===== config.mk =====
export PLATFORM = sky130hd
export DESIGN_NAME = gom_top
export DESIGN_NICKNAME = d
export VERILOG_FILES = /design/src/gom_pkg.sv /design/src/gom_top.sv /design/src/gom_pin_drive.sv
export SDC_FILE = /design/constraint.sdc
export NUM_CORES = 1
export LEC_CHECK = 0
export BUFFER_PORTS_ARGS = -buffer_cell sky130_fd_sc_hd__buf_4
export CORE_AREA = 2 2 130 132
export DETAILED_ROUTE_END_ITERATION = 10
export DIE_AREA = 0 0 132 134
export PLACE_DENSITY = 0.76
export SKIP_CTS_REPAIR_TIMING = 1
export SYNTH_ARGS = -nofsm -noshare
export SYNTH_HDL_FRONTEND = slang
export SYNTH_SLANG_ARGS = --single-unit

===== constraint.sdc =====
create_clock -name hclk -period 2.1 [get_ports hclk]
set_input_delay 0.315 -clock hclk [delete_from_list [all_inputs] [get_ports hclk]]
set_output_delay 0.315 -clock hclk [all_outputs]
set_load 0.05 [all_outputs]

===== src/gom_pkg.sv =====
package gom_pkg;

	// ------------------------------------------------------------
	// port geometry
	// ------------------------------------------------------------
	localparam int NUM_PORTS = 4;
	localparam int PIN_W = 8;
	localparam int MODE_W = 2 * PIN_W;

	// ------------------------------------------------------------
	// register map: byte offsets from the block base
	// ------------------------------------------------------------
	localparam logic [7:0] PORT_A_OUTPUT_VALUE = 8'h08;
	localparam logic [7:0] PORT_A_OUTPUT_WRITE_PROTECT = 8'h0c;
	localparam logic [7:0] PORT_B_OUTPUT_VALUE = 8'h48;
	localparam logic [7:0] PORT_B_OUTPUT_WRITE_PROTECT = 8'h4c;
	localparam logic [7:0] PORT_C_OUTPUT_VALUE = 8'h88;
	localparam logic [7:0] PORT_C_OUTPUT_WRITE_PROTECT = 8'h8c;
	localparam logic [7:0] PORT_D_OUTPUT_VALUE = 8'hc8;
	localparam logic [7:0] PORT_D_OUTPUT_WRITE_PROTECT = 8'hcc;
	// port index sits in offset bits 7:6, register inside the port in bits 5:0
	localparam int PORT_SEL_LSB = 6;
	localparam logic [5:0] OFS_OUTPUT_VALUE = 6'h08;
	localparam logic [5:0] OFS_WRITE_PROTECT = 6'h0c;

	// ------------------------------------------------------------
	// implemented pins and reset values, index 0 is port a
	// ------------------------------------------------------------
	localparam logic [NUM_PORTS-1:0][PIN_W-1:0] IMPL_PINS = {8'h7e, 8'h1f, 8'h1f, 8'h3f};
	localparam logic [NUM_PORTS-1:0][PIN_W-1:0] OUT_VALUE_RESET = {8'h7f, 8'h1f, 8'h1f, 8'h3f};
	localparam logic [NUM_PORTS-1:0][PIN_W-1:0] WRITE_PROTECT_RESET = '0;

	// ------------------------------------------------------------
	// pin modes and bus encodings
	// ------------------------------------------------------------
	typedef enum logic [1:0] {
		GOM_MODE_INPUT = 2'b00,
		GOM_MODE_PUSH_PULL = 2'b01,
		GOM_MODE_OPEN_DRAIN = 2'b10,
		GOM_MODE_QUASI = 2'b11
	} gom_mode_t;

	localparam logic [1:0] HTRANS_NONSEQ = 2'b10;
	localparam logic HRESP_OKAY = 1'b0;

	// ------------------------------------------------------------
	// state of the top module
	// ------------------------------------------------------------
	typedef struct packed {
		logic [NUM_PORTS-1:0][PIN_W-1:0] out_value;
		logic [NUM_PORTS-1:0][PIN_W-1:0] write_protect;
		logic wr_pend;
		logic [1:0] wr_port;
		logic wr_is_protect;
		logic [31:0] hrdata;
		logic hreadyout;
		logic [NUM_PORTS-1:0][PIN_W-1:0] pin_out;
		logic [NUM_PORTS-1:0][PIN_W-1:0] pin_oe;
	} gom_state_t;

	localparam gom_state_t STATE_RESET = '{
		out_value: OUT_VALUE_RESET,
		write_protect: WRITE_PROTECT_RESET,
		wr_pend: 1'b0,
		wr_port: 2'h0,
		wr_is_protect: 1'b0,
		hrdata: 32'h0000_0000,
		hreadyout: 1'b1,
		pin_out: '0,
		pin_oe: '0
	};

endpackage


===== src/gom_top.sv =====
// Local design decision: the AHB-Lite slave port.
`timescale 1ns/1ps
// Functional notes
// RQ1: each output value bit sets its pin in push-pull, open-drain, quasi modes.
// RQ2: a zero output value drives the pin low in all three output modes.
// RQ3: a one drives high in push-pull and quasi, only releases in open-drain.
// RQ4: reset loads output values with all pin bits set: 3f, 1f, 1f, 7f.
// RQ5: pins 0-5 on a, 0-4 on b and c, 1-6 on d; rest reserved.
// RQ6: a set write-protect bit makes bus writes skip that output value bit.
// RQ7: the single-bit alias writes output values regardless of the protect bits.
// RQ8: reset clears every write-protect register.
// RQ9: mode field codes 00 input, 01 push-pull, 10 open-drain, 11 quasi.
// RQ10: a bus write merges old protected bits and new unprotected bits in one cycle.
module gom_top #(
	parameter int ADDR_W = 12
) (
	// clock and reset
	input wire logic hclk,
	input wire logic hresetn,
	// ahb-lite slave
	input wire logic hsel,
	input wire logic [ADDR_W-1:0] haddr,
	input wire logic [1:0] htrans,
	input wire logic hwrite,
	input wire logic [2:0] hsize,
	input wire logic [31:0] hwdata,
	input wire logic hready,
	output logic hreadyout,
	output logic hresp,
	output logic [31:0] hrdata,
	// per-pin mode from the mode select registers
	input wire logic [gom_pkg::NUM_PORTS-1:0][gom_pkg::MODE_W-1:0] pin_mode_select,
	// single-bit alias write port
	input wire logic pin_single_bit_alias_wr,
	input wire logic [1:0] pin_single_bit_alias_port,
	input wire logic [2:0] pin_single_bit_alias_pin,
	input wire logic pin_single_bit_alias_value,
	// pads
	output logic [gom_pkg::NUM_PORTS-1:0][gom_pkg::PIN_W-1:0] pin_out,
	output logic [gom_pkg::NUM_PORTS-1:0][gom_pkg::PIN_W-1:0] pin_oe,
	output logic [gom_pkg::NUM_PORTS-1:0][gom_pkg::PIN_W-1:0] pin_output_value
);

	// ------------------------------------------------------------
	// parameter check
	// ------------------------------------------------------------
	generate
		if (ADDR_W < 8 || ADDR_W > 32) begin : g_bad_addr
			$error("gom_top: ADDR_W must lie between 8 and 32");
		end
	endgenerate

	gom_pkg::gom_state_t st_ff;
	gom_pkg::gom_state_t nxt_st;

	logic [gom_pkg::NUM_PORTS-1:0][gom_pkg::PIN_W-1:0] drv_level;
	logic [gom_pkg::NUM_PORTS-1:0][gom_pkg::PIN_W-1:0] drv_enable;
	logic addr_accept;
	logic addr_hit;
	logic [1:0] addr_port;
	logic addr_is_protect;
	logic alias_hit;

	// ------------------------------------------------------------
	// pad drive, one instance per pin
	// ------------------------------------------------------------
	// pads follow the stored value one clock later, so every pad is a flop output
	generate
		for (genvar p = 0; p < gom_pkg::NUM_PORTS; p++) begin : g_port
			for (genvar n = 0; n < gom_pkg::PIN_W; n++) begin : g_pin
				gom_pin_drive u_drive (
					.pin_mode_select(pin_mode_select[p][2*n+1:2*n]),
					.pin_output_value(st_ff.out_value[p][n]),
					.implemented(gom_pkg::IMPL_PINS[p][n]),
					.drive_level(drv_level[p][n]),
					.drive_enable(drv_enable[p][n])
				);
			end
		end
	endgenerate

	// ------------------------------------------------------------
	// address phase decode
	// ------------------------------------------------------------
	assign addr_accept = hsel && hready && (htrans == gom_pkg::HTRANS_NONSEQ || htrans == 2'b11);
	assign addr_port = haddr[gom_pkg::PORT_SEL_LSB+1:gom_pkg::PORT_SEL_LSB];
	assign addr_is_protect = (haddr[5:0] == gom_pkg::OFS_WRITE_PROTECT);
	// sub-word sizes are treated as whole-word accesses; unmapped addresses read zero
	// a shift rather than a part-select keeps the narrowest address width legal
	assign addr_hit = ((haddr >> 8) == '0)
		&& (haddr[5:0] == gom_pkg::OFS_OUTPUT_VALUE || addr_is_protect)
		&& hsize <= 3'h2;
	assign alias_hit = pin_single_bit_alias_wr
		&& gom_pkg::IMPL_PINS[pin_single_bit_alias_port][pin_single_bit_alias_pin];

	// ------------------------------------------------------------
	// next state
	// ------------------------------------------------------------
	always_comb begin
		logic [1:0] wp;
		logic [gom_pkg::PIN_W-1:0] keep;
		wp = st_ff.wr_port;
		keep = st_ff.write_protect[wp] | ~gom_pkg::IMPL_PINS[wp];
		nxt_st = st_ff;
		// data phase of a write taken in the previous cycle
		if (st_ff.wr_pend) begin
			if (st_ff.wr_is_protect) begin
				nxt_st.write_protect[wp] = hwdata[gom_pkg::PIN_W-1:0] & gom_pkg::IMPL_PINS[wp];
			end else begin
				// protected and reserved bits keep their value RQ6 RQ10 RQ5
				nxt_st.out_value[wp] = (st_ff.out_value[wp] & keep)
					| (hwdata[gom_pkg::PIN_W-1:0] & ~keep);
			end
		end
		// the alias bypasses the protect bits and wins over a bus write RQ7
		if (alias_hit) begin
			nxt_st.out_value[pin_single_bit_alias_port][pin_single_bit_alias_pin] =
				pin_single_bit_alias_value;
		end
		// address phase; read data forwards a write still in its data phase
		nxt_st.wr_pend = addr_accept && addr_hit && hwrite;
		nxt_st.wr_port = addr_port;
		nxt_st.wr_is_protect = addr_is_protect;
		nxt_st.hrdata = 32'h0000_0000;
		if (addr_accept && addr_hit && !hwrite) begin
			nxt_st.hrdata[gom_pkg::PIN_W-1:0] = addr_is_protect ?
				nxt_st.write_protect[addr_port] : nxt_st.out_value[addr_port]; // RQ5
		end
		nxt_st.hreadyout = 1'b1;
		nxt_st.pin_out = drv_level; // RQ1 RQ2 RQ9
		nxt_st.pin_oe = drv_enable;
	end

	// ------------------------------------------------------------
	// state register
	// ------------------------------------------------------------
	always_ff @(posedge hclk or negedge hresetn) begin
		if (!hresetn) begin
			st_ff <= gom_pkg::STATE_RESET; // RQ4 RQ8
		end else begin
			st_ff <= nxt_st;
		end
	end

	assign hreadyout = st_ff.hreadyout;
	assign hresp = gom_pkg::HRESP_OKAY;
	assign hrdata = st_ff.hrdata;
	assign pin_out = st_ff.pin_out;
	assign pin_oe = st_ff.pin_oe;
	assign pin_output_value = st_ff.out_value;

	// ------------------------------------------------------------
	// assertions
	// ------------------------------------------------------------
	logic bus_value_wr;
	logic [1:0] bus_wr_port;
	assign bus_value_wr = st_ff.wr_pend && !st_ff.wr_is_protect && !pin_single_bit_alias_wr;
	assign bus_wr_port = st_ff.wr_port;

	a_reset_values: assert property (@(posedge hclk) // RQ4
		$rose(hresetn) |-> st_ff.out_value == gom_pkg::OUT_VALUE_RESET)
		else $error("output values not at reset value after reset");

	a_reset_protect: assert property (@(posedge hclk) // RQ8
		$rose(hresetn) |-> st_ff.write_protect == '0)
		else $error("write protect not cleared after reset");

	a_protect_holds: assert property (@(posedge hclk) disable iff (!hresetn) // RQ6
		bus_value_wr |=> ((st_ff.out_value[$past(bus_wr_port)]
			& $past(st_ff.write_protect[bus_wr_port]))
			== ($past(st_ff.out_value[bus_wr_port]) & $past(st_ff.write_protect[bus_wr_port]))))
		else $error("protected output bit changed on a bus write");

	a_merge_write: assert property (@(posedge hclk) disable iff (!hresetn) // RQ10
		bus_value_wr |=> ((st_ff.out_value[$past(bus_wr_port)]
			& ~$past(st_ff.write_protect[bus_wr_port]) & gom_pkg::IMPL_PINS[$past(bus_wr_port)])
			== ($past(hwdata[gom_pkg::PIN_W-1:0]) & ~$past(st_ff.write_protect[bus_wr_port])
			& gom_pkg::IMPL_PINS[$past(bus_wr_port)])))
		else $error("unprotected output bits did not take the written value");

	a_alias_bypass: assert property (@(posedge hclk) disable iff (!hresetn) // RQ7
		alias_hit |=> st_ff.out_value[$past(pin_single_bit_alias_port)][$past(pin_single_bit_alias_pin)]
			== $past(pin_single_bit_alias_value))
		else $error("alias write did not reach the output value");

	a_reserved_quiet: assert property (@(posedge hclk) disable iff (!hresetn) // RQ5
		((st_ff.pin_oe & ~gom_pkg::IMPL_PINS) == '0)
		&& st_ff.hrdata[31:gom_pkg::PIN_W] == '0)
		else $error("reserved pin driven or reserved read bits set");

	a_zero_read: assert property (@(posedge hclk) disable iff (!hresetn) // RQ5
		addr_accept && !addr_hit |=> st_ff.hrdata == 32'h0000_0000 && !st_ff.wr_pend)
		else $error("unmapped access not answered with zero");

	a_ready_okay: assert property (@(posedge hclk) disable iff (!hresetn)
		hreadyout && hresp == gom_pkg::HRESP_OKAY)
		else $error("slave stalled or answered with an error");

	a_protect_reserved: assert property (@(posedge hclk) disable iff (!hresetn) // RQ5
		(st_ff.write_protect & ~gom_pkg::IMPL_PINS) == '0)
		else $error("reserved write protect bit set");

	a_value_reserved: assert property (@(posedge hclk) disable iff (!hresetn) // RQ5
		(st_ff.out_value & ~gom_pkg::IMPL_PINS)
			== (gom_pkg::OUT_VALUE_RESET & ~gom_pkg::IMPL_PINS))
		else $error("reserved output value bit changed");

	a_protect_write: assert property (@(posedge hclk) disable iff (!hresetn) // RQ6
		st_ff.wr_pend && st_ff.wr_is_protect |=> st_ff.write_protect[$past(bus_wr_port)]
			== ($past(hwdata[gom_pkg::PIN_W-1:0]) & gom_pkg::IMPL_PINS[$past(bus_wr_port)]))
		else $error("write protect register did not take the written value");

	a_value_quiet: assert property (@(posedge hclk) disable iff (!hresetn) // RQ6
		!st_ff.wr_pend && !alias_hit |=> st_ff.out_value == $past(st_ff.out_value))
		else $error("output value changed with no write");

	a_idle_read: assert property (@(posedge hclk) disable iff (!hresetn) // RQ10
		!(addr_accept && addr_hit && !hwrite) |=> st_ff.hrdata == 32'h0000_0000)
		else $error("read data not zero outside a read data phase");

	generate
		for (genvar p = 0; p < gom_pkg::NUM_PORTS; p++) begin : g_chk_port
			for (genvar n = 0; n < gom_pkg::PIN_W; n++) begin : g_chk_pin
				if (gom_pkg::IMPL_PINS[p][n]) begin : g_impl
					a_drive_low: assert property (@(posedge hclk) disable iff (!hresetn) // RQ2
						pin_mode_select[p][2*n+1:2*n] != 2'b00 && !st_ff.out_value[p][n]
						|=> st_ff.pin_oe[p][n] && !st_ff.pin_out[p][n])
						else $error("zero output value did not drive the pin low");

					a_drive_high: assert property (@(posedge hclk) disable iff (!hresetn) // RQ3
						pin_mode_select[p][2*n] && st_ff.out_value[p][n]
						|=> st_ff.pin_oe[p][n] && st_ff.pin_out[p][n])
						else $error("one did not drive high in push-pull or quasi mode");

					a_open_release: assert property (@(posedge hclk) disable iff (!hresetn) // RQ3
						pin_mode_select[p][2*n+1:2*n] == 2'b10 && st_ff.out_value[p][n]
						|=> !st_ff.pin_oe[p][n])
						else $error("open-drain pin actively driven for a one");

					a_input_float: assert property (@(posedge hclk) disable iff (!hresetn) // RQ9
						pin_mode_select[p][2*n+1:2*n] == 2'b00 |=> !st_ff.pin_oe[p][n])
						else $error("input-mode pin driven");
				end
			end
		end
	endgenerate

	c_value_write: cover property (@(posedge hclk) disable iff (!hresetn)
		bus_value_wr ##1 st_ff.out_value != $past(st_ff.out_value));

	c_protected_write: cover property (@(posedge hclk) disable iff (!hresetn)
		bus_value_wr && st_ff.write_protect[bus_wr_port] != '0);

	c_alias_under_protect: cover property (@(posedge hclk) disable iff (!hresetn)
		alias_hit && st_ff.write_protect[pin_single_bit_alias_port][pin_single_bit_alias_pin]);

	c_read_after_write: cover property (@(posedge hclk) disable iff (!hresetn)
		st_ff.wr_pend && addr_accept && addr_hit && !hwrite);

	c_refused_size: cover property (@(posedge hclk) disable iff (!hresetn)
		addr_accept && hsize > 3'h2);

endmodule


===== src/gom_pin_drive.sv =====
`timescale 1ns/1ps
module gom_pin_drive (
	// pin setup
	input wire logic [1:0] pin_mode_select,
	input wire logic pin_output_value,
	input wire logic implemented,
	// pad drive
	output logic drive_level,
	output logic drive_enable
);

	always_comb begin
		drive_level = 1'b0;
		drive_enable = 1'b0;
		if (implemented) begin
			unique case (gom_pkg::gom_mode_t'(pin_mode_select)) // RQ9
				gom_pkg::GOM_MODE_INPUT: begin
					drive_enable = 1'b0;
				end
				gom_pkg::GOM_MODE_PUSH_PULL, gom_pkg::GOM_MODE_QUASI: begin
					// RQ1
					drive_level = pin_output_value;
					drive_enable = 1'b1;
				end
				gom_pkg::GOM_MODE_OPEN_DRAIN: begin
					// a one only releases the pad, the pull-up is external RQ3
					drive_level = 1'b0;
					drive_enable = ~pin_output_value;
				end
			endcase
		end
	end

endmodule


==> key figures <==
Status
  • Run status: complete, but fails checks
  • Failing checks: negative setup slack

CTS
  • Htree depth: 4
  • Skew-Pair Late Insertion Delay: 0.42 ns
  • Clock Pin Slew Worst Setup and Hold Paths: 0.06 ns
  • Clock tree root driver cell: clkbuf_16
  • Total CTS buffers: 17
  • CTS Sinks: 120
  • TritonCTS clock tree: done
  • Clk buf depth: 2

Routing
  • Vias after detailed routing: between 6,000 and 7,000
  • Routed length per instance: about 18 um
  • 1st-iter DRT viols: ~600
  • Drt pass-1 iters: 6
  • Via density: approximately 5.3
  • # DRC: 0
  • DRT antenna net count: 0
  • Final wirelength: 20.5 mm

Yosys
  • Post-Syn Instances: slightly above 700
  • Seq cells post-synth: 120
  • Yosys warns: 0
  • Synth Cell Area: 7310 sq um
  • Primary FF master, synth: dfrtp_1
  • Number of synthesized flops with an enable pin: 0
  • Post-synth ARST share: 100%
  • Sequential fraction of the synthesis area: approximately two fifths
  • Avg Cell Area, Syn: between 10 and 15 sq um
  • Yosys cell types: 78

Timing
  • Peak Freq: between 400 and 500 MHz
  • Fin. Hold Viols: 0
  • Slew Viols, Final: 0
  • Slack of the critical path: -0.263 ns
  • Slew @ Worst Pin: just under 0.5 ns
  • Max-slew headroom: 66.6%
  • Clock skew: between 0.007 and 0.008 ns
  • RSZ-0062 raised after global routing: true
  • Period utilisation layout: 113%
  • Tmin final: ~2.4 ns
  • Final setup viols: 8
  • Hold Slack: between 0.07 and 0.08 ns

Flow run
  • Max Cap Violations: 0

Global route
  • First-pass GRT wire length: ~32 mm
  • Number of global-route vias before repair: a little under 6,000
  • Grt total ovfl: 0
  • Largest net degree at the start of global routing: between 50 and 60
  • Gr usage total: about 23%
  • Initial antenna violation count: 0

Floorplanning
  • Core area: between 15,000 and 20,000 sq um
  • Die ar.: ~18,000 sq um
  • Initial core utilization: 44.9%
  • Cell Rows: between 40 and 50
  • Die Span X: 132 um
  • Ports: ~260
  • Die Ht: 134 um

Setup path
  • CP Max Fanout: 7
  • Setup CP Type: reg2reg
  • Critical Path Source: bus_wr_port[1]
  • Worst EP required: between 2 and 2.5 ns
  • Critical path capture point type: register
  • CP Launch Type: register
  • Launch point of the worst reg-to-reg path: bus_wr_port[1]
  • Worst EP arrival: 2.71 ns

Pwr
  • PD cells: 863 nW/um^2
  • P_leak: about 4.6 nW
  • Total power: roughly 8.3 mW
  • VDD IR max: a little under 0.0005 V

Min path
  • Startpoint of the worst hold path: pin_mode_select[6]
  • Hold Path Class: in2reg

Finish
  • Non-filler cells, final: 1,139
  • Ant. Diodes: 0
  • Layout Area Growth over Synthesis: 31.8%
  • Layout cells sized above 1: between 40% and 50%
  • Final nets: 1,041

Placed design
  • Buffers added on ports: around 160
  • Post-DP HPWL: around 15 mm
  • Pre-CTS WS: -0.237 ns
  • Final Wtd Congestion: just over 0.9
  • DP Cell Count: between 1,000 and 1,500
-- metal layers --
metal | vias to the layer above | track usage (%) | share of wire (%)
met3 | 65 | 6.88 | 8.6
met1 | 2909 | 30.0 | 41
met5 | - | 0 | 0
met4 | 0 | 9.84 | 3.2
met2 | 328 | 35.7 | 47
li1 | 2718 | - | -
-- worst paths after layout --
check | end | slack (ns) | cells after the start
setup / recovery | hrdata[5] | -0.26 | 9
hold reg to reg | st_ff[124] | 0.49 | 1
setup reg to reg | hrdata[5] | -0.26 | 9
hold / removal | pin_oe[3] | 0.08 | 2
max in group asynchronous | pin_output_value[29] | 1.07 | 3
min in group asynchronous | pin_oe[25] | 0.36 | 2
-- power breakdown --
part / total [mW] / switching, mW / internal (mW)
combinational: 2.38 / 1.52 / 0.864
sequential: 2.74 / 0.145 / 2.59
clock: 3.19 / 1.03 / 2.16
total: 8.32 / 2.70 / 5.62
-- area by class of cell --
type,count,area (sq um)
well taps,220,275
multi-input cells,451,3350
clock inverters,8,168
flip-flops and latches,120,3030
repair buffers,282,2210
fillers,1343,6650
clock buffers,24,472
inverters,34,135
-- sequential cells by signal (all words and copies together), names as in the netlist --
register	cells
pin_oe	22
pin_out	22
hrdata	8
pin_output_value	32
bus_wr_port	2
st_ff	34
-- placed cells by master, fill, tap and decap left out, drive strengths merged, types with 15 or more instances in the layout --
cell type	netlist	layout
conb	2	46
nor2	48	48
a21o	26	26
mux4	17	17
o21ai	27	27
buf	144	281
and2	28	28
inv	34	34
clkbuf	12	24
dfrtp	97	97
mux2	31	31
dfstp	23	23
nand3	16	16
mux2i	15	15
nand2	53	53
-- worst max-delay path: stages (launching register included) --
cell      delay (ns)
dfrtp_2         0.41
ha_1            0.20
nand3_1         0.11
buf_4           0.19
mux2_2          0.28
o2111a_1        0.26
nor4_2          0.31
buf_4           0.17
o211a_1         0.16
o221a_1         0.20
-- synthesized netlist by cell type, drive strengths merged (5+ instances only) --
library cell / number / area (sq um)
a21o: 26 / 195
a21oi: 12 / 60.1
and2: 28 / 175
buf: 144 / 1060
clkbuf: 12 / 45.0
dfrtp: 97 / 2430
dfstp: 23 / 604
ha: 10 / 125
inv: 34 / 128
mux2: 31 / 353
mux2i: 15 / 150
mux4: 17 / 383
nand2: 53 / 199
nand2b: 8 / 50.1
nand3: 16 / 97.6
nand3b: 8 / 60.1
nor2: 48 / 198
nor3: 12 / 60.1
nor4: 10 / 68.8
o21ai: 27 / 143
o22ai: 9 / 62.6
o31ai: 5 / 37.5
o32ai: 5 / 51.3
or3: 5 / 33.8
-- per-stage QoR --
step / cell area (sq um) / utilization, % / TNS (ns)
final: 9640 / 59.2 / -1.28
after global routing: 9640 / 59.2 / -1.98
after CTS: 9500 / 58.3 / -1.48
after detailed placement: 8860 / 54.4 / -1.39
after global placement: 8860 / 54.4 / -1.18
after floorplan: 7560 / - / -0.0155
-- cell families after synthesis --
| logic type | Yosys count | share of synthesized area, % |
|---|---|---|
| AO/OA/AOI/OAI | 122 | 12.4 |
| buffers and inverters | 190 | 16.9 |
| flip-flops | 120 | 41.5 |
| AND/OR/NAND/NOR | 210 | 15.3 |
| other | 2 | 0.103 |
| adder cells (fa/ha/maj) | 10 | 1.71 |
| multiplexers | 63 | 12.1 |
Note: power is estimated with default switching activity, not from simulation.
